==> config.mk <==
export PLATFORM = sky130hd
export DESIGN_NAME = fiapms_sequencer
export DESIGN_NICKNAME = d
export VERILOG_FILES = /design/src/fiapms_pkg.sv /design/src/fiapms_sequencer.sv /design/src/fiapms_op_timer.sv
export SDC_FILE = /design/constraint.sdc
export NUM_CORES = 1
export LEC_CHECK = 0
export BUFFER_PORTS_ARGS = -buffer_cell sky130_fd_sc_hd__buf_2
export CORE_AREA = 3 3 85 119
export DETAILED_ROUTE_END_ITERATION = 10
export DIE_AREA = 0 0 88 122
export GPL_TIMING_DRIVEN = 0
export PLACE_DENSITY = 0.79
export REMOVE_ABC_BUFFERS = 1
export SETUP_SLACK_MARGIN = 0.4
export SLEW_MARGIN = 25
export SYNTH_ARGS = -nofsm -noshare
export SYNTH_HDL_FRONTEND = slang
export SYNTH_SLANG_ARGS = --single-unit
==> constraint.sdc <==
create_clock -name clk_sys -period 3.5 [get_ports clk_sys]
set_input_delay 0 -clock clk_sys [delete_from_list [all_inputs] [get_ports clk_sys]]
set_output_delay 0 -clock clk_sys [all_outputs]
set_load 0.02 [all_outputs]
==> src/fiapms_pkg.sv <==
// Constants, command codes and state types for the flash programming mailbox sequencer.
package fiapms_pkg;

    // Clock period of clk_sys, in ns.
    localparam int CLK_PERIOD_NS = 10;

    // Operation times in their own unit, as timing references for the flash macro.
    localparam int CHIP_ERASE_TIME_NS = 40000;
    localparam int BLOCK_ERASE_TIME_NS = 30000;
    localparam int SECTOR_ERASE_TIME_NS = 20000;
    localparam int BYTE_PROG_TIME_NS = 5000;
    localparam int CONFIG_PROG_TIME_NS = 5000;

    // Least times round up to whole cycles.
    localparam logic [11:0] CHIP_ERASE_CYC =
        12'((CHIP_ERASE_TIME_NS + CLK_PERIOD_NS - 1) / CLK_PERIOD_NS);
    localparam logic [11:0] BLOCK_ERASE_CYC =
        12'((BLOCK_ERASE_TIME_NS + CLK_PERIOD_NS - 1) / CLK_PERIOD_NS);
    localparam logic [11:0] SECTOR_ERASE_CYC =
        12'((SECTOR_ERASE_TIME_NS + CLK_PERIOD_NS - 1) / CLK_PERIOD_NS);
    localparam logic [11:0] BYTE_PROG_CYC =
        12'((BYTE_PROG_TIME_NS + CLK_PERIOD_NS - 1) / CLK_PERIOD_NS);
    localparam logic [11:0] CONFIG_PROG_CYC =
        12'((CONFIG_PROG_TIME_NS + CLK_PERIOD_NS - 1) / CLK_PERIOD_NS);

    // Command codes in the low seven bits of the command byte.
    localparam logic [6:0] CMD_CHIP_ERASE = 7'h01;
    localparam logic [6:0] CMD_BLOCK_ERASE = 7'h0d;
    localparam logic [6:0] CMD_SECTOR_ERASE = 7'h0b;
    localparam logic [6:0] CMD_BYTE_PROG = 7'h0e;
    localparam logic [6:0] CMD_BYTE_VERIFY = 7'h0c;
    localparam logic [6:0] CMD_SEC_BIT_A = 7'h0f;
    localparam logic [6:0] CMD_SEC_BIT_B = 7'h03;
    localparam logic [6:0] CMD_SEC_BIT_C = 7'h05;
    localparam logic [6:0] CMD_START_CFG = 7'h09;
    localparam logic [6:0] CMD_CLOCK_DOUBLE = 7'h08;

    // Key values that the mailboxes must hold.
    localparam logic [7:0] KEY_ERASE = 8'h55;
    localparam logic [7:0] KEY_CONFIG = 8'haa;
    localparam logic [7:0] KEY_START_CFG_0 = 8'h5a;
    localparam logic [7:0] KEY_START_CFG_1 = 8'haa;
    localparam logic [7:0] KEY_CLOCK_DOUBLE = 8'h55;

    // Field positions.
    localparam int CMD_IRQ_BIT = 7;
    localparam int CFG_ENABLE_BIT = 6;
    localparam int STATUS_BUSY_BIT = 2;
    localparam logic [2:0] SECONDARY_AH_TOP = 3'h7;

    // Values after reset.
    localparam logic [7:0] RESET_BYTE = 8'h00;

    // Code fetch origin.
    localparam logic [1:0] ORIGIN_PRIMARY = 2'h0;
    localparam logic [1:0] ORIGIN_SECONDARY = 2'h1;

    // Block numbers.
    localparam logic BLOCK_PRIMARY = 1'b0;
    localparam logic BLOCK_SECONDARY = 1'b1;

    // Operation kinds shown to the flash macro.
    typedef enum logic [2:0] {
        FIAPMS_OP_NONE = 3'b000,
        FIAPMS_OP_CHIP_ERASE = 3'b001,
        FIAPMS_OP_BLOCK_ERASE = 3'b010,
        FIAPMS_OP_SECTOR_ERASE = 3'b011,
        FIAPMS_OP_BYTE_PROG = 3'b100,
        FIAPMS_OP_BYTE_READ = 3'b101,
        FIAPMS_OP_CONFIG = 3'b110
    } fiapms_op_e;

    // Sequencer states.
    typedef enum logic [1:0] {
        FIAPMS_IDLE = 2'b00,
        FIAPMS_RUN = 2'b01,
        FIAPMS_VERIFY = 2'b10
    } fiapms_state_e;

endpackage : fiapms_pkg

==> src/fiapms_sequencer.sv <==
// Mailbox driven in-application flash programming sequencer for a two block flash.
//
// Notes on behaviour
// - Commands are ignored while the configuration enable bit 6 is clear.
// - Only a command byte write launches an operation, using loaded mailboxes.
// - Block erase, sector erase, program and verify commands aimed at a locked block are refused.
// - Erase codes 01h chip, 0dh block, 0bh sector; chip and block need data 55h.
// - Program 0eh writes data byte; verify 0ch returns stored byte; both use address.
// - Security bit codes 0fh, 03h, 05h need data aah; address ignored.
// - Code 09h data aah: high 5ah first, aah second; 08h high 55h doubles clock.
// - Command bit 7 set gives internal interrupt completion; clear means polling.
// - Busy is status bit 2, high while running, low when ready.
// - Chip erase runs only with external access input 0 and not level 4.
// - Chip erase clears both blocks, security bits and remap bits regardless of locks.
// - Block erase: high bits 7..5 111b secondary, bit 7 clear primary.
// - Sector erase clears one 128 byte sector at the mailbox address.
// - Byte program writes the data byte at the mailbox address.
// - Verify is quick, sets no busy, raises no interrupt; software waits first.
// - Security bits take effect at completion, without reset.
// - Start config commands change only their bit; reset clears them, so boot select and config bit 1 load 0 after it.
// - After clock double the core runs six clocks per machine cycle.
// - Except chip erase, code in one block targets the other block, never itself.
// - Bank selection overlays the secondary block onto the lowest 8 KByte.
// - Program disable pin low on the first clock edge after reset release disables all commands.
`timescale 1ns/1ps
module fiapms_sequencer (
    // Clock and reset.
    input wire logic clk_sys,
    input wire logic rst,
    // Software mailbox writes.
    input wire logic [7:0] sw_wdata,
    input wire logic command_wr,
    input wire logic addr_high_wr,
    input wire logic addr_low_wr,
    input wire logic data_wr,
    input wire logic config_wr,
    // Device environment.
    input wire logic [1:0] fetch_origin,
    input wire logic external_access_n,
    input wire logic program_disable_pin_n,
    input wire logic security_level4,
    input wire logic [1:0] block_locked,
    input wire logic [7:0] flash_rdata,
    // Mailbox contents.
    output logic [7:0] flash_status_reg,
    output logic [7:0] flash_command_reg,
    output logic [7:0] flash_addr_high_reg,
    output logic [7:0] flash_addr_low_reg,
    output logic [7:0] flash_data_reg,
    output logic [7:0] flash_config_reg,
    // Flash macro control.
    output logic flash_op_start,
    output logic [2:0] flash_op_kind,
    output logic flash_op_block,
    output logic [15:0] flash_op_addr,
    output logic [7:0] flash_op_wdata,
    // Stored configuration.
    output logic [2:0] security_bits,
    output logic start_config_0,
    output logic start_config_1,
    output logic boot_select,
    output logic core_six_clock_mode,
    // Completion interrupt.
    output logic ext_irq_1,
    output logic ext_irq_1_pin_free
);

    fiapms_pkg::fiapms_state_e state_reg;
    fiapms_pkg::fiapms_state_e state_next;
    logic [7:0] cmd_reg, cmd_next;
    logic [7:0] ah_reg, ah_next;
    logic [7:0] al_reg, al_next;
    logic [7:0] data_reg, data_next;
    logic [7:0] cfg_reg, cfg_next;
    logic busy_reg, busy_next;
    logic start_reg, start_next;
    logic [2:0] kind_reg, kind_next;
    logic blk_reg, blk_next;
    logic [15:0] addr_reg, addr_next;
    logic [7:0] wdata_reg, wdata_next;
    logic [2:0] sec_reg, sec_next;
    logic sc0_reg, sc0_next;
    logic sc1_reg, sc1_next;
    logic boot_reg, boot_next;
    logic dbl_reg, dbl_next;
    logic irq_reg, irq_next;
    logic pin_free_reg, pin_free_next;
    logic inhibit_reg, inhibit_next;
    logic armed_reg, armed_next;
    logic [2:0] cfg_action_reg, cfg_action_next;
    logic [11:0] load;
    logic done;

    // Decode of a command write against the mailboxes.
    logic cmd_valid;
    logic [2:0] cmd_kind;
    logic cmd_blk;
    logic cmd_needs_lock_check;
    logic [2:0] cmd_action;
    logic [15:0] mail_addr;
    logic overlay;
    logic addr_blk;
    logic implicit_blk;
    logic origin_internal;

    assign mail_addr = {ah_reg, al_reg};
    assign origin_internal = (fetch_origin == fiapms_pkg::ORIGIN_PRIMARY) ||
                             (fetch_origin == fiapms_pkg::ORIGIN_SECONDARY);

    // Overlay comes from the external access input and the bank bits; it only
    // matters for code running outside the flash.
    always_comb begin
        overlay = external_access_n ? cfg_reg[0] : cfg_reg[1];
        addr_blk = (overlay && (mail_addr[15:13] == 3'h0)) ?
                   fiapms_pkg::BLOCK_SECONDARY : fiapms_pkg::BLOCK_PRIMARY;
        if (fetch_origin == fiapms_pkg::ORIGIN_PRIMARY) begin
            implicit_blk = fiapms_pkg::BLOCK_SECONDARY;
        end else if (fetch_origin == fiapms_pkg::ORIGIN_SECONDARY) begin
            implicit_blk = fiapms_pkg::BLOCK_PRIMARY;
        end else begin
            implicit_blk = addr_blk;
        end
    end

    // Command code and key checks. Unknown codes or wrong keys decode as invalid.
    always_comb begin
        cmd_valid = 1'b0;
        cmd_kind = fiapms_pkg::FIAPMS_OP_NONE;
        cmd_blk = implicit_blk;
        cmd_needs_lock_check = 1'b1;
        cmd_action = 3'h0;
        unique case (sw_wdata[6:0])
            fiapms_pkg::CMD_CHIP_ERASE: begin
                cmd_valid = (data_reg == fiapms_pkg::KEY_ERASE) &&
                            !external_access_n && !security_level4;
                cmd_kind = fiapms_pkg::FIAPMS_OP_CHIP_ERASE;
                cmd_needs_lock_check = 1'b0;
            end
            fiapms_pkg::CMD_BLOCK_ERASE: begin
                if (ah_reg[7:5] == fiapms_pkg::SECONDARY_AH_TOP) begin
                    cmd_blk = fiapms_pkg::BLOCK_SECONDARY;
                    cmd_valid = (data_reg == fiapms_pkg::KEY_ERASE);
                end else if (!ah_reg[7]) begin
                    cmd_blk = fiapms_pkg::BLOCK_PRIMARY;
                    cmd_valid = (data_reg == fiapms_pkg::KEY_ERASE);
                end
                // A block may not erase the block that it runs from.
                if (origin_internal && (cmd_blk == fetch_origin[0])) begin
                    cmd_valid = 1'b0;
                end
                cmd_kind = fiapms_pkg::FIAPMS_OP_BLOCK_ERASE;
            end
            fiapms_pkg::CMD_SECTOR_ERASE: begin
                cmd_valid = 1'b1;
                cmd_kind = fiapms_pkg::FIAPMS_OP_SECTOR_ERASE;
            end
            fiapms_pkg::CMD_BYTE_PROG: begin
                cmd_valid = 1'b1;
                cmd_kind = fiapms_pkg::FIAPMS_OP_BYTE_PROG;
            end
            fiapms_pkg::CMD_BYTE_VERIFY: begin
                cmd_valid = 1'b1;
                cmd_kind = fiapms_pkg::FIAPMS_OP_BYTE_READ;
            end
            fiapms_pkg::CMD_SEC_BIT_A, fiapms_pkg::CMD_SEC_BIT_B,
            fiapms_pkg::CMD_SEC_BIT_C: begin
                cmd_valid = (data_reg == fiapms_pkg::KEY_CONFIG);
                cmd_kind = fiapms_pkg::FIAPMS_OP_CONFIG;
                cmd_needs_lock_check = 1'b0;
                cmd_action = (sw_wdata[6:0] == fiapms_pkg::CMD_SEC_BIT_A) ? 3'h1 :
                             (sw_wdata[6:0] == fiapms_pkg::CMD_SEC_BIT_B) ? 3'h2 : 3'h3;
            end
            fiapms_pkg::CMD_START_CFG: begin
                cmd_valid = (data_reg == fiapms_pkg::KEY_CONFIG) &&
                            ((ah_reg == fiapms_pkg::KEY_START_CFG_0) ||
                             (ah_reg == fiapms_pkg::KEY_START_CFG_1));
                cmd_kind = fiapms_pkg::FIAPMS_OP_CONFIG;
                cmd_needs_lock_check = 1'b0;
                cmd_action = (ah_reg == fiapms_pkg::KEY_START_CFG_0) ? 3'h4 : 3'h5;
            end
            fiapms_pkg::CMD_CLOCK_DOUBLE: begin
                cmd_valid = (data_reg == fiapms_pkg::KEY_CONFIG) &&
                            (ah_reg == fiapms_pkg::KEY_CLOCK_DOUBLE);
                cmd_kind = fiapms_pkg::FIAPMS_OP_CONFIG;
                cmd_needs_lock_check = 1'b0;
                cmd_action = 3'h6;
            end
            default: begin
                cmd_valid = 1'b0;
            end
        endcase
        // Configuration commands may not run from the primary block.
        if ((cmd_kind == fiapms_pkg::FIAPMS_OP_CONFIG) &&
            (fetch_origin == fiapms_pkg::ORIGIN_PRIMARY)) begin
            cmd_valid = 1'b0;
        end
        if (cmd_needs_lock_check && block_locked[cmd_blk]) begin
            cmd_valid = 1'b0;
        end
    end

    // Operation time handed to the timer.
    always_comb begin
        unique case (kind_reg)
            fiapms_pkg::FIAPMS_OP_CHIP_ERASE: load = fiapms_pkg::CHIP_ERASE_CYC;
            fiapms_pkg::FIAPMS_OP_BLOCK_ERASE: load = fiapms_pkg::BLOCK_ERASE_CYC;
            fiapms_pkg::FIAPMS_OP_SECTOR_ERASE: load = fiapms_pkg::SECTOR_ERASE_CYC;
            fiapms_pkg::FIAPMS_OP_BYTE_PROG: load = fiapms_pkg::BYTE_PROG_CYC;
            default: load = fiapms_pkg::CONFIG_PROG_CYC;
        endcase
    end

    fiapms_op_timer u_timer (
        .clk_sys(clk_sys),
        .rst(rst),
        .start(start_reg && (kind_reg != fiapms_pkg::FIAPMS_OP_BYTE_READ)),
        .load(load),
        .done(done)
    );

    // Sequencer and mailbox next state. The disable pin is caught on the first
    // edge after reset release, because an asynchronous reset may only load constants.
    always_comb begin
        state_next = state_reg;
        cmd_next = cmd_reg;
        ah_next = addr_high_wr ? sw_wdata : ah_reg;
        al_next = addr_low_wr ? sw_wdata : al_reg;
        data_next = data_wr ? sw_wdata : data_reg;
        cfg_next = config_wr ? sw_wdata : cfg_reg;
        busy_next = busy_reg;
        start_next = 1'b0;
        kind_next = kind_reg;
        blk_next = blk_reg;
        addr_next = addr_reg;
        wdata_next = wdata_reg;
        sec_next = sec_reg;
        sc0_next = sc0_reg;
        sc1_next = sc1_reg;
        boot_next = boot_reg;
        dbl_next = dbl_reg;
        irq_next = 1'b0;
        pin_free_next = pin_free_reg;
        inhibit_next = inhibit_reg;
        armed_next = 1'b1;
        cfg_action_next = cfg_action_reg;
        if (!armed_reg) begin
            inhibit_next = !program_disable_pin_n;
            boot_next = sc0_reg;
            cfg_next[1] = sc1_reg;
        end
        unique case (state_reg)
            fiapms_pkg::FIAPMS_IDLE: begin
                if (command_wr) begin
                    cmd_next = sw_wdata;
                end
                if (command_wr && armed_reg && cmd_valid && !inhibit_reg &&
                    cfg_reg[fiapms_pkg::CFG_ENABLE_BIT]) begin
                    start_next = 1'b1;
                    kind_next = cmd_kind;
                    blk_next = cmd_blk;
                    addr_next = mail_addr;
                    wdata_next = data_reg;
                    cfg_action_next = cmd_action;
                    if (cmd_kind == fiapms_pkg::FIAPMS_OP_BYTE_READ) begin
                        state_next = fiapms_pkg::FIAPMS_VERIFY;
                    end else begin
                        state_next = fiapms_pkg::FIAPMS_RUN;
                        busy_next = 1'b1;
                        pin_free_next = sw_wdata[fiapms_pkg::CMD_IRQ_BIT];
                    end
                end
            end
            fiapms_pkg::FIAPMS_RUN: begin
                if (done) begin
                    state_next = fiapms_pkg::FIAPMS_IDLE;
                    busy_next = 1'b0;
                    irq_next = cmd_reg[fiapms_pkg::CMD_IRQ_BIT];
                    pin_free_next = 1'b0;
                    if (kind_reg == fiapms_pkg::FIAPMS_OP_CHIP_ERASE) begin
                        sec_next = 3'h0;
                        cfg_next[1:0] = 2'h0;
                    end
                    if (kind_reg == fiapms_pkg::FIAPMS_OP_CONFIG) begin
                        unique case (cfg_action_reg)
                            3'h1: sec_next[0] = 1'b1;
                            3'h2: sec_next[1] = 1'b1;
                            3'h3: sec_next[2] = 1'b1;
                            3'h4: sc0_next = 1'b1;
                            3'h5: sc1_next = 1'b1;
                            3'h6: dbl_next = 1'b1;
                            default: dbl_next = dbl_reg;
                        endcase
                    end
                end
            end
            fiapms_pkg::FIAPMS_VERIFY: begin
                // The macro presents the byte in the same cycle as the read request.
                data_next = flash_rdata;
                state_next = fiapms_pkg::FIAPMS_IDLE;
            end
            default: begin
                state_next = fiapms_pkg::FIAPMS_IDLE;
            end
        endcase
    end

    // State registers.
    always_ff @(posedge clk_sys or posedge rst) begin
        if (rst) begin
            state_reg <= fiapms_pkg::FIAPMS_IDLE;
            cmd_reg <= fiapms_pkg::RESET_BYTE;
            ah_reg <= fiapms_pkg::RESET_BYTE;
            al_reg <= fiapms_pkg::RESET_BYTE;
            data_reg <= fiapms_pkg::RESET_BYTE;
            cfg_reg <= fiapms_pkg::RESET_BYTE;
            busy_reg <= 1'b0;
            start_reg <= 1'b0;
            kind_reg <= fiapms_pkg::FIAPMS_OP_NONE;
            blk_reg <= fiapms_pkg::BLOCK_PRIMARY;
            addr_reg <= 16'h0000;
            wdata_reg <= fiapms_pkg::RESET_BYTE;
            sec_reg <= 3'h0;
            sc0_reg <= 1'b0;
            sc1_reg <= 1'b0;
            boot_reg <= 1'b0;
            dbl_reg <= 1'b0;
            irq_reg <= 1'b0;
            pin_free_reg <= 1'b0;
            inhibit_reg <= 1'b1;
            armed_reg <= 1'b0;
            cfg_action_reg <= 3'h0;
        end else begin
            state_reg <= state_next;
            cmd_reg <= cmd_next;
            ah_reg <= ah_next;
            al_reg <= al_next;
            data_reg <= data_next;
            cfg_reg <= cfg_next;
            busy_reg <= busy_next;
            start_reg <= start_next;
            kind_reg <= kind_next;
            blk_reg <= blk_next;
            addr_reg <= addr_next;
            wdata_reg <= wdata_next;
            sec_reg <= sec_next;
            sc0_reg <= sc0_next;
            sc1_reg <= sc1_next;
            boot_reg <= boot_next;
            dbl_reg <= dbl_next;
            irq_reg <= irq_next;
            pin_free_reg <= pin_free_next;
            inhibit_reg <= inhibit_next;
            armed_reg <= armed_next;
            cfg_action_reg <= cfg_action_next;
        end
    end

    // Outputs straight from flip-flops.
    assign flash_status_reg = {5'h00, busy_reg, 2'h0};
    assign flash_command_reg = cmd_reg;
    assign flash_addr_high_reg = ah_reg;
    assign flash_addr_low_reg = al_reg;
    assign flash_data_reg = data_reg;
    assign flash_config_reg = cfg_reg;
    assign flash_op_start = start_reg;
    assign flash_op_kind = kind_reg;
    assign flash_op_block = blk_reg;
    assign flash_op_addr = addr_reg;
    assign flash_op_wdata = wdata_reg;
    assign security_bits = sec_reg;
    assign start_config_0 = sc0_reg;
    assign start_config_1 = sc1_reg;
    assign boot_select = boot_reg;
    assign core_six_clock_mode = dbl_reg;
    assign ext_irq_1 = irq_reg;
    assign ext_irq_1_pin_free = pin_free_reg;

endmodule : fiapms_sequencer

==> src/fiapms_op_timer.sv <==
// Down counter that times one flash operation and pulses when it ends.
`timescale 1ns/1ps
module fiapms_op_timer (
    // Clock and reset.
    input wire logic clk_sys,
    input wire logic rst,
    // Control.
    input wire logic start,
    input wire logic [11:0] load,
    // Status.
    output logic done
);

    logic [11:0] count_reg;
    logic [11:0] count_next;
    logic run_reg;
    logic run_next;
    logic done_reg;
    logic done_next;

    // A start reloads the counter even while running; the sequencer never does that.
    always_comb begin
        count_next = count_reg;
        run_next = run_reg;
        done_next = 1'b0;
        if (start) begin
            count_next = load;
            run_next = 1'b1;
        end else if (run_reg) begin
            if (count_reg <= 12'h001) begin
                run_next = 1'b0;
                done_next = 1'b1;
            end else begin
                count_next = count_reg - 12'h001;
            end
        end
    end

    // State registers.
    always_ff @(posedge clk_sys or posedge rst) begin
        if (rst) begin
            count_reg <= 12'h000;
            run_reg <= 1'b0;
            done_reg <= 1'b0;
        end else begin
            count_reg <= count_next;
            run_reg <= run_next;
            done_reg <= done_next;
        end
    end

    assign done = done_reg;

endmodule : fiapms_op_timer

; Word level (Yosys, flattened, before mapping)
; Index checks and enable logic that the tools add are counted.
[totals]
reg_bits = 100
output_inout_bits = 86
[op_classes]
n_mux = 59
n_lt_le_gt_ge = 2
addsub = 1
n_eq_ne = 37
reduce_logical = 38
[op_table]
columns = operator, n
row1 = "7-bit by 4-bit equality test with 1-bit output, second input constant", 7
row2 = 1-bit two-way mux, 37
row3 = 12-bit two-way mux, 3
row4 = 12-bit one-hot mux with 3 select lines, 1
row5 = "8-bit by 7-bit equality test with 1-bit output, second input constant", 3
row6 = "3-bit equality test, second input constant", 7
row7 = 3-bit one-hot mux with 6 select lines, 1
row8 = "8-bit equality test, second input constant", 2
row9 = 2-bit two-way mux, 8
row10 = 8-bit two-way mux, 2
row11 = 4-bit AND reduction, 4
row12 = 1-bit logical AND, 13
row13 = "3-bit by 2-bit equality test with 1-bit output, second input constant", 4
row14 = "12-bit by 1-bit less-or-equal comparator with 1-bit output, second input constant", 1
row15 = "12-bit by 1-bit subtractor with 12-bit output, second input constant", 1
row16 = 2-bit AND reduction, 5
row17 = 3-bit one-hot mux with 3 select lines, 1
row18 = "7-bit by 1-bit equality test with 1-bit output, second input constant", 1
row19 = "7-bit by 2-bit equality test with 1-bit output, second input constant", 1
row20 = "7-bit by 3-bit equality test with 1-bit output, second input constant", 1
row21 = "3-bit by 1-bit equality test with 1-bit output, second input constant", 2
row22 = 3-bit two-way mux, 2
row23 = 1-bit one-hot mux with 6 select lines, 1
row24 = 2-bit nonzero test, 3
row25 = 16 further kinds, 26

; Depth between registers and ports, before layout
; Gate-level depths: netlist (run 1).
[depth]
word_depth = 19
mapped_depth = 9
mapped_depth_nobuf = 8

; Cells and area by module
; From an unflattened synthesis (run 1), not the netlist that was laid out.
[unflattened]
cells_unflattened = 446
area_unflattened_um2 = 5051.1
[by_module_without_submodules]
columns = mod, n_inst, cells_each, area_per_inst_um2
row1 = fiapms_sequencer, 1, 339, 4105.2
row2 = fiapms_op_timer, 1, 107, 945.9

; Worst setup path after synthesis (run 1)
; No wires, ideal clock.
[synth_timing]
path_kind = reg-to-reg
from = reg ah_reg[3], in the netlist flash_addr_high_reg[3]
to = reg addr_reg[0], in the netlist flash_op_addr[0]
synth_period_minus_slack_ps = 2499
t_required_ps = 3375
slack_ps = 1001
n_path_buf = 1
setup_time_ps = 125
stages_incl_launch_ff = 8
arrival_ps = 2374
path_cell_list = dfrtp_1 -> nor4bb_1 -> o21ai_0 -> a2111oi_0 -> a211oi_1 -> nor4_4 -> buf_6 -> mux2_4
[synth_via]
elab_chain_cells = 10
elab_cells_between_ends = 13
[synth_rtl]
columns = element, line
row1 = start: declaration, fiapms_sequencer.sv:71  ; logic [7:0] ah_reg, ah_next;
row2 = start signal: assignment, fiapms_sequencer.sv:312  ; ah_reg <= fiapms_pkg::RESET_BYTE;
row3 = start signal: assignment, fiapms_sequencer.sv:335  ; ah_reg <= ah_next;
row4 = 8-bit by 7-bit equality test with 1-bit output or 8-bit equality test (tied branches), "fiapms_sequencer.sv:175, fiapms_sequencer.sv:176"
row5 = 1-bit logical OR, fiapms_sequencer.sv:175  ; ((ah_reg == fiapms_pkg::KEY_START_CFG_0) ||
row6 = 1-bit logical AND, fiapms_sequencer.sv:174  ; cmd_valid = (data_reg == fiapms_pkg::KEY_CONFIG) &&
row7 = 1-bit one-hot mux with 6 select lines *, fiapms_sequencer.sv:132  ; unique case (sw_wdata[6:0])
row8 = 1-bit two-way mux *, fiapms_sequencer.sv:193  ; if ((cmd_kind == fiapms_pkg::FIAPMS_OP_CONFIG) &&
row9 = 1-bit two-way mux *, fiapms_sequencer.sv:197  ; if (cmd_needs_lock_check && block_locked[cmd_blk]) begin
row10 = 1-bit logical AND * (3 in series), fiapms_sequencer.sv:256  ; if (command_wr && armed_reg && cmd_valid && !inhibit_reg &&
row11 = 2-bit AND reduction (no source line) *, --
row12 = end signal: assignment, fiapms_sequencer.sv:343  ; addr_reg <= addr_next;
row13 = end: declaration, fiapms_sequencer.sv:79  ; logic [15:0] addr_reg, addr_next;
; Mark *: on every way between the ends. The rest lies on a longest branch, timed or not.
; A chain may end at the register's enable or synchronous reset.

; Worst setup path in the final report (run 1)
[layout_timing]
from = reg ah_reg[3], in the netlist flash_addr_high_reg[3]
to = reg wdata_reg[5], in the netlist flash_op_wdata[5]
[layout_via]
elab_chain_cells = 10
elab_cells_between_ends = 13
[layout_rtl]
columns = element, line
row1 = 8-bit by 7-bit equality test with 1-bit output or 8-bit equality test (tied branches), "fiapms_sequencer.sv:175, fiapms_sequencer.sv:176"
row2 = 1-bit logical OR, fiapms_sequencer.sv:175
row3 = 1-bit logical AND, fiapms_sequencer.sv:174
row4 = 1-bit one-hot mux with 6 select lines *, fiapms_sequencer.sv:132
row5 = 1-bit two-way mux *, fiapms_sequencer.sv:193
row6 = 1-bit two-way mux *, fiapms_sequencer.sv:197
row7 = 1-bit logical AND * (3 in series), fiapms_sequencer.sv:256
row8 = 2-bit AND reduction (no source line) *, --
row9 = end signal: assignment, fiapms_sequencer.sv:321  ; wdata_reg <= fiapms_pkg::RESET_BYTE;
row10 = end signal: assignment, fiapms_sequencer.sv:344  ; wdata_reg <= wdata_next;
row11 = end: declaration, fiapms_sequencer.sv:80  ; logic [7:0] wdata_reg, wdata_next;
; Marked as above.

==> impl_results.md, run 1 <==
- Port Buffers: 108
- Reg-to-reg critical path startpoint: flash_addr_high_reg[3]$_DFFE_PP0P_
- TritonCTS clock tree: yes
- Count of pins on the block boundary: 116
- Leak: 2.89 nW
- Routed len/inst: 18.7 µm
- Pin count of the biggest net entering global routing: 60
- Clock insertion delay at the later pin of the skew report: 0.35 ns
- Number of standard-cell rows in the floorplan: 41
- Post-Synthesis Mean Instance Area: 11.7 µm²
- Final Skew: 0.00895 ns
- All-layer global routing usage: 0.240
- Vertical extent of the die: 122 µm
- Number of clock buffers inserted by TritonCTS: 9
- Power per unit of standard cell area: 417 nW/µm²
- Setup WS pre-CTS: 0.266 ns
- Flip-flop count of the largest register, all copies and words added: 16
- Antenna Cells: 0
- Worst hold-check path type: input pin to flip-flop
- Filler Cell Count: 681
- Max-Cap Viols: 0
- Data arrival time of the critical path: 3.12 ns
- Unrepaired setup endpoints after global routing: no
- CTS clk-pin slew, worst paths: 0.07 ns
- Commonest cells after routing, fill and taps aside: sky130_fd_sc_hd__buf_2 (108), sky130_fd_sc_hd__dfrtp_1 (99), sky130_fd_sc_hd__mux2_2 (31), sky130_fd_sc_hd__nand2_1 (31), sky130_fd_sc_hd__nor2_1 (27)
- Vias per std cell: 5.80
- Starting density of the core: 0.539
- Post-DP HPWL: 8.65 mm
- Max Root-Sink Buffers: 2
- Slack of the worst reg-to-reg path: 0.61 ns
- Violation count after the first detailed-routing iteration: 283
- Outcome: finished, final reports clean
- Critical Path Sink: flash_op_wdata[5]$_DFFE_PP0P_
- Core area: 9080 µm²
- Worst-path fanout max: 6
- Number of vias after detailed routing: 3779
- Sequential group share of total power: 0.502
- Die Wd: 88 µm
- Hold slack final: 0.0514 ns
- Final count of hold timing violations: 0
- Non-filler cells, final: 652
- Max rail drop VDD: 0.000317 V
- Inst Count DP: 621
- Internal power of the cells: 1.80 mW
- Register cell area after layout: 2500 µm²
- Final count of negative-setup-slack endpoints: 0
- Timing-limited maximum frequency: 0.346 GHz
- CP Launch Type: flip-flop
- Overflow left after global routing: 0
- Yosys cell types: 65
- Initial antenna violation count: 0
- Most common library cell in the layout ignoring fill and taps: sky130_fd_sc_hd__buf_2
- Max-slew violation count: 0
- Post-Syn Instances: 420
- Kind of end point of the critical path: flip-flop
- Start point of the critical path: flash_addr_high_reg[3]$_DFFE_PP0P_
- CTS H-Tree Depth: 3
- First-pass GRT wire length: 19.9 mm
- # clock sinks: 100
- Sw Share: 0.273
- Vias in the first global route: 3878
- Transition time at the pin with the least slew margin: 0.925 ns
- Relative slew slack: 0.382
- Worst Setup Slack, final: 0.611 ns
- Area taken by multi-input logic gates: 2220 µm²
- Portion of the clock cycle consumed by the worst path in the final layout: 0.825
- Layout Utilization: 0.655
- Combinational fraction of design power: 0.118
- Share of synthesized flip-flops with an asynchronous set or reset: 1.00
- Net count, final: 572
- Post-synth top flop: sky130_fd_sc_hd__dfrtp_1
- Total of warnings raised by yosys: 0
- Sw Pwr: 677 µW
- FF-to-FF End: flash_op_wdata[5]$_DFFE_PP0P_
- Layout overhead on the synthesized area: 21.4%
- Sequential-to-total area share from yosys stat: 0.511
- Final worst path period need: 2.89 ns
- Flop and latch count out of synthesis: 100
- Netlist area before placement: 4900 µm²
- Antenna viol nets, final: 0
- Routability Congestion: 0.879
- Routed wire length: 12.2 mm
- Die ar.: 10700 µm²
- DRC errors left: 0
- Buffer cell driving the clock tree root: sky130_fd_sc_hd__clkbuf_16
- Share of cells above drive strength 1: 0.378
- Crit Path Category: flip-flop to flip-flop
- DRT Pass-1 Iters: 4
- Data required time at the worst endpoint: 3.73 ns
- Clock network fraction of total power: 0.381
- Number of flops mapped to enable cells by yosys: 0
- Worst r2r path cells: 9
[per-layer routing]
metal,vias to the layer above,part of all wire,global-route usage
li1,1730,-,-
met1,1899,0.38,0.285
met2,129,0.54,0.419
met3,21,0.054,0.0406
met4,0,0.022,0.106
met5,-,0,0
[critical path, stage by stage (launching register included)]
cell                        delay [ns]
sky130_fd_sc_hd__dfrtp_1          0.43
sky130_fd_sc_hd__nor4bb_2         0.39
sky130_fd_sc_hd__o21ai_0          0.20
sky130_fd_sc_hd__a2111oi_1        0.44
sky130_fd_sc_hd__a211oi_1         0.19
sky130_fd_sc_hd__nor4_4           0.32
sky130_fd_sc_hd__buf_4            0.18
sky130_fd_sc_hd__buf_6            0.14
sky130_fd_sc_hd__buf_6            0.16
sky130_fd_sc_hd__mux2_4           0.32
[worst min-delay path by stage]
stage                                startpoint                           endpoint  slack, ns  depth (start not counted)
after floorplan           program_disable_pin_n            inhibit_reg$_DFFE_PP1N_       0.06                          1
after global placement    program_disable_pin_n            inhibit_reg$_DFFE_PP1N_       0.14                          2
after detailed placement                    rst    flash_config_reg[7]$_DFFE_PP0P_        0.1                          2
after CTS                           addr_low_wr  flash_addr_low_reg[2]$_DFFE_PP0P_       0.05                          2
after global routing                addr_low_wr  flash_addr_low_reg[7]$_DFFE_PP0P_       0.06                          2
final                               addr_low_wr  flash_addr_low_reg[2]$_DFFE_PP0P_       0.05                          2
[power groups by stage]
stage                     Sequential [mW]  Clock, mW  Combinational (mW)
after floorplan                      1.31          0               0.112
final                                1.24      0.944               0.292
after global placement               1.26          0               0.269
after detailed placement             1.27          0               0.280
after global routing                 1.25       1.01               0.314
after CTS                            1.24      0.957               0.291
[final cells by class]
cell class,instances,area share
clock inverters,7,0.00989
multi-input cells,286,0.373
clock buffers,9,0.0379
well taps,107,0.0225
inverters,15,0.0103
repair buffers,128,0.125
flip-flops and latches,100,0.421
[per-stage QoR]
step / total power [mW] / setup TNS (ns) / instance area (µm²)
floorplan: 1.42 / -2.88 / 4770
global placement: 1.53 / -30.88 / 5450
detailed placement: 1.55 / 0 / 5510
CTS: 2.49 / 0 / 5940
global route: 2.57 / 0 / 5950
finish: 2.48 / 0 / 5950
[synth_stat cells (3+ instances only)]
master / number / area, µm²
sky130_fd_sc_hd__nand3_1: 5 / 25.0
sky130_fd_sc_hd__a211oi_1: 3 / 22.5
sky130_fd_sc_hd__xnor2_1: 5 / 43.8
sky130_fd_sc_hd__inv_1: 15 / 56.3
sky130_fd_sc_hd__nor3_1: 5 / 25.0
sky130_fd_sc_hd__mux2_4: 26 / 390
sky130_fd_sc_hd__mux2i_1: 17 / 170
sky130_fd_sc_hd__a21o_1: 3 / 22.5
sky130_fd_sc_hd__o31ai_1: 3 / 22.5
sky130_fd_sc_hd__clkbuf_1: 10 / 37.5
sky130_fd_sc_hd__nand2_1: 31 / 116
sky130_fd_sc_hd__o21a_1: 3 / 22.5
sky130_fd_sc_hd__nor2b_1: 6 / 37.5
sky130_fd_sc_hd__or4_1: 3 / 22.5
sky130_fd_sc_hd__dfrtp_1: 99 / 2480
sky130_fd_sc_hd__buf_6: 3 / 33.8
sky130_fd_sc_hd__buf_2: 3 / 15.0
sky130_fd_sc_hd__o21ai_0: 23 / 115
sky130_fd_sc_hd__xor2_1: 4 / 35.0
sky130_fd_sc_hd__buf_4: 8 / 60.1
sky130_fd_sc_hd__nor2_1: 27 / 101
sky130_fd_sc_hd__or2_2: 4 / 25.0
sky130_fd_sc_hd__mux2_2: 31 / 349
sky130_fd_sc_hd__nor4bb_1: 7 / 70.1
sky130_fd_sc_hd__nor4_1: 4 / 25.0
sky130_fd_sc_hd__a21oi_1: 17 / 85.1
sky130_fd_sc_hd__nand2b_1: 6 / 37.5
[logic make-up after synthesis]
family | share of synthesized area
simple gates | 0.140
flops | 0.511
compound gates | 0.0986
mux | 0.186
buf+inv | 0.0421
xor+xnor | 0.0161
fa+ha+maj | 0.00511
other cells | 0.00153
[repair_timing]
| item | 4_1_cts | 5_1_grt |
|---|---|---|
| hold endpoints to repair | 68 | 0 |
| buffers inserted | 3 | 0 |
| resized for setup | 0 | 2 |
| endpoints found under the setup margin | 15 | 14 |
| hold buffers | 12 | 0 |
| pin swaps | 1 | 0 |
Note: power is estimated with default switching activity, not from simulation.
==> run 2: changes to the inputs <==
--- a/config.mk
+++ b/config.mk
@@ -6,11 +6,11 @@
 export NUM_CORES = 1
 export LEC_CHECK = 0
 export BUFFER_PORTS_ARGS = -buffer_cell sky130_fd_sc_hd__buf_2
-export CORE_AREA = 3 3 85 119
+export CORE_AREA = 3 3 89 125
 export DETAILED_ROUTE_END_ITERATION = 10
-export DIE_AREA = 0 0 88 122
+export DIE_AREA = 0 0 92 128
 export GPL_TIMING_DRIVEN = 0
-export PLACE_DENSITY = 0.79
+export PLACE_DENSITY = 0.75
 export REMOVE_ABC_BUFFERS = 1
 export SETUP_SLACK_MARGIN = 0.4
 export SLEW_MARGIN = 25
==> constraint.sdc (replaced) <==
create_clock -name clk_sys -period 2.37 [get_ports clk_sys]
set_input_delay 0 -clock clk_sys [delete_from_list [all_inputs] [get_ports clk_sys]]
set_output_delay 0 -clock clk_sys [all_outputs]
set_load 0.02 [all_outputs]
==> run 2 against run 1 <==
The run now ends with negative setup slack left. Highest routed layer unchanged. Critical path type unchanged. Clock power is 44% higher. Fmax rose by 16%. Sequential share of layout area shrank 3.7 points. Combinational power up 70%. Final area rose by 10%. Clock skew down 0.0024 ns. Clock-buffer cell count up 1. Critical path depth is 1 lower. Setup slack lost 0.74 ns. Cell count increased by 8.4%. Worst hold slack got worse by 0.036 ns. Non-clock buffer count is 27 higher.
==> impl_results.md, run 2 (synthesis results as in run 1) <==
- Data arrival time of the critical path: 2.73 ns (was 3.12 ns)
- Antenna viol nets, final: 0 (unchanged)
- Layout overhead on the synthesized area: 33.7% (was 21.4%)
- Final Skew: 0.00659 ns (was 0.00895 ns)
- Clock network fraction of total power: 0.367 (was 0.381)
- Max rail drop VDD: 0.000451 V (was 0.000317 V)
- DRC errors left: 0 (unchanged)
- Routed wire length: 13.4 mm (was 12.2 mm)
- Max-slew violation count: 0 (unchanged)
- Vias in the first global route: 4112 (was 3878)
- Net count, final: 599 (was 572)
- Hold slack final: 0.0150 ns (was 0.0514 ns)
- Metal2 WL: 7.08 mm (was 6.61 mm)
- Vias per std cell: 5.52 (was 5.80)
- Unrepaired setup endpoints after global routing: yes (was no)
- Kind of end point of the critical path: flip-flop (unchanged)
- Overflow left after global routing: 0 (unchanged)
- Combinational fraction of design power: 0.134 (was 0.118)
- Antenna Cells: 0 (unchanged)
- Clock insertion delay at the later pin of the skew report: 0.34 ns (was 0.35 ns)
- Die Wd: 92 µm (was 88 µm)
- Sequential group share of total power: 0.499 (was 0.502)
- Sw Share: 0.273 (about the same)
- Flip-flop count of the largest register, all copies and words added: 16 (unchanged)
- DRT Pass-1 Iters: 5 (was 4)
- Violation count after the first detailed-routing iteration: 215 (was 283)
- Inst Count DP: 649 (was 621)
- Layout Utilization: 0.654 (was 0.655)
- Final count of hold timing violations: 0 (unchanged)
- Commonest cells after routing, fill and taps aside: sky130_fd_sc_hd__buf_2 (108), sky130_fd_sc_hd__dfrtp_1 (88), sky130_fd_sc_hd__mux2_2 (30) (was sky130_fd_sc_hd__buf_2 (108), sky130_fd_sc_hd__dfrtp_1 (99), sky130_fd_sc_hd__mux2_2 (31), sky130_fd_sc_hd__nand2_1 (31), sky130_fd_sc_hd__nor2_1 (27))
- Die ar.: 11800 µm² (was 10700 µm²)
- Sw Pwr: 1.01 mW (was 677 µW)
- Core area: 10000 µm² (was 9080 µm²)
- Starting density of the core: 0.489 (was 0.539)
- Post-DP HPWL: 8.56 mm (was 8.65 mm)
- Port Buffers: 108 (unchanged)
- Buffer cell driving the clock tree root: sky130_fd_sc_hd__clkbuf_16 (unchanged)
- Initial antenna violation count: 0 (unchanged)
- Internal power of the cells: 2.70 mW (was 1.80 mW)
- Count of pins on the block boundary: 116 (unchanged)
- Routed len/inst: 18.9 µm (was 18.7 µm)
- Worst Setup Slack, final: -0.129 ns (was 0.611 ns)
- Violated checks: negative setup slack
- Timing-limited maximum frequency: 0.400 GHz (was 0.346 GHz)
- Setup WS pre-CTS: -0.718 ns (was 0.266 ns)
- Relative slew slack: 0.416 (was 0.382)
- Power per unit of standard cell area: 567 nW/µm² (was 417 nW/µm²)
- Vertical extent of the die: 128 µm (was 122 µm)
- All-layer global routing usage: 0.217 (was 0.240)
- CP Launch Type: flip-flop (unchanged)
- Final worst path period need: 2.50 ns (was 2.89 ns)
- Number of standard-cell rows in the floorplan: 43 (was 41)
- Max Root-Sink Buffers: 2 (unchanged)
- Number of vias after detailed routing: 3906 (was 3779)
- Leak: 3.10 nW (was 2.89 nW)
- Data required time at the worst endpoint: 2.60 ns (was 3.73 ns)
- Number of clock buffers inserted by TritonCTS: 9 (unchanged)
- Routability Congestion: 0.806 (was 0.879)
- Transition time at the pin with the least slew margin: 0.874 ns (was 0.925 ns)
- Portion of the clock cycle consumed by the worst path in the final layout: 1.05 (was 0.825)
- Outcome: finished with violations (was finished, final reports clean)
- Total routed wire length on the met1 layer: 5.09 mm (was 4.65 mm)
- First-pass GRT wire length: 20.3 mm (was 19.9 mm)
- CTS H-Tree Depth: 3 (unchanged)
- Worst hold-check path type: input pin to flip-flop (unchanged)
- Met3 wirelength from detailed routing: 729 µm (was 659 µm)
- TritonCTS clock tree: yes (unchanged)
- Most common library cell in the layout ignoring fill and taps: sky130_fd_sc_hd__buf_2 (unchanged)
- Non-filler cells, final: 707 (was 652)
- Uppermost layer routed: met4 (unchanged)
- Crit Path Category: flip-flop to flip-flop (unchanged)
- Max-Cap Viols: 0 (unchanged)
- Share of cells above drive strength 1: 0.477 (was 0.378)
- Worst-path fanout max: 5 (was 6)
- Final count of negative-setup-slack endpoints: 32 (was 0)
- CTS clk-pin slew, worst paths: 0.07 ns (about the same)
- Pin count of the biggest net entering global routing: 68 (was 60)
- # clock sinks: 100 (unchanged)
[run 2: per-stage QoR]
stage                     power (mW)  TNS (ns)  area, µm²
final                           3.71     -3.19       6550
after global routing            3.85     -6.88       6550
after CTS                       3.70     -2.77       6330
after detailed placement        2.28    -17.90       5550
after global placement          2.26   -186.56       5480
after floorplan                 2.10    -62.38       4770
[run 2: power groups by stage]
stage          logic (mW)  registers [mW]  clock network (mW)
2_1_floorplan       0.166            1.93                   0
3_3_place_gp        0.399            1.87                   0
3_5_place_dp        0.414            1.87                   0
4_1_cts             0.475            1.84                1.38
5_1_grt             0.529            1.86                1.46
6_report            0.496            1.85                1.36
[run 2: routing by layer]
layer	vias to the layer above	global-route usage
li1	1775	-
met1	1947	0.247
met2	150	0.389
met3	34	0.0464
met4	0	0.0971
met5	-	0
[run 2: path summary, 6_finish.rpt]
path / from / to / slack [ns] / cells past startpoint
setup / recovery: flash_addr_high_reg[2]$_DFFE_PP0P_ / flash_op_wdata[3]$_DFFE_PP0P_ / -0.13 / 8
setup reg to reg: flash_addr_high_reg[2]$_DFFE_PP0P_ / flash_op_wdata[3]$_DFFE_PP0P_ / -0.13 / 8
hold / removal: addr_high_wr / flash_addr_high_reg[7]$_DFFE_PP0P_ / 0.01 / 3
hold reg to reg: inhibit_reg$_DFFE_PP1N_ / inhibit_reg$_DFFE_PP1N_ / 0.48 / 2
min in group asynchronous: rst / security_bits[1]$_DFFE_PP0P_ / 0.18 / 3
max in group asynchronous: rst / flash_addr_high_reg[2]$_DFFE_PP0P_ / 1.56 / 4
[run 2: critical path, cell delays in order, from the launching register on]
cell                        delay, ns
sky130_fd_sc_hd__dfrtp_2         0.46
sky130_fd_sc_hd__nor4bb_4        0.36
sky130_fd_sc_hd__o21ai_2         0.13
sky130_fd_sc_hd__a2111oi_4       0.36
sky130_fd_sc_hd__a211oi_4        0.08
sky130_fd_sc_hd__nor4_4          0.36
sky130_fd_sc_hd__buf_6           0.18
sky130_fd_sc_hd__buf_4           0.14
sky130_fd_sc_hd__mux2_4          0.30
[run 2: final cells by class]
class / instances / area (µm²)
Clock buffer: 10 / 229
Fill cell: 731 / 3460
Sequential cell: 100 / 2520
Clock inverter: 6 / 48.8
Tap cell: 135 / 169
Timing Repair Buffer: 155 / 1010
Inverter: 15 / 61.3
Multi-Input combinational cell: 286 / 2510
[run 2: repair_timing]
action,4_1_cts,5_1_grt
endpoints found under the hold margin,43,0
endpoints found under the setup margin,48,44
hold buffers,11,0
pin swaps,16,17
buffers inserted,23,8
cloned,0,0
gates resized for setup,54,35
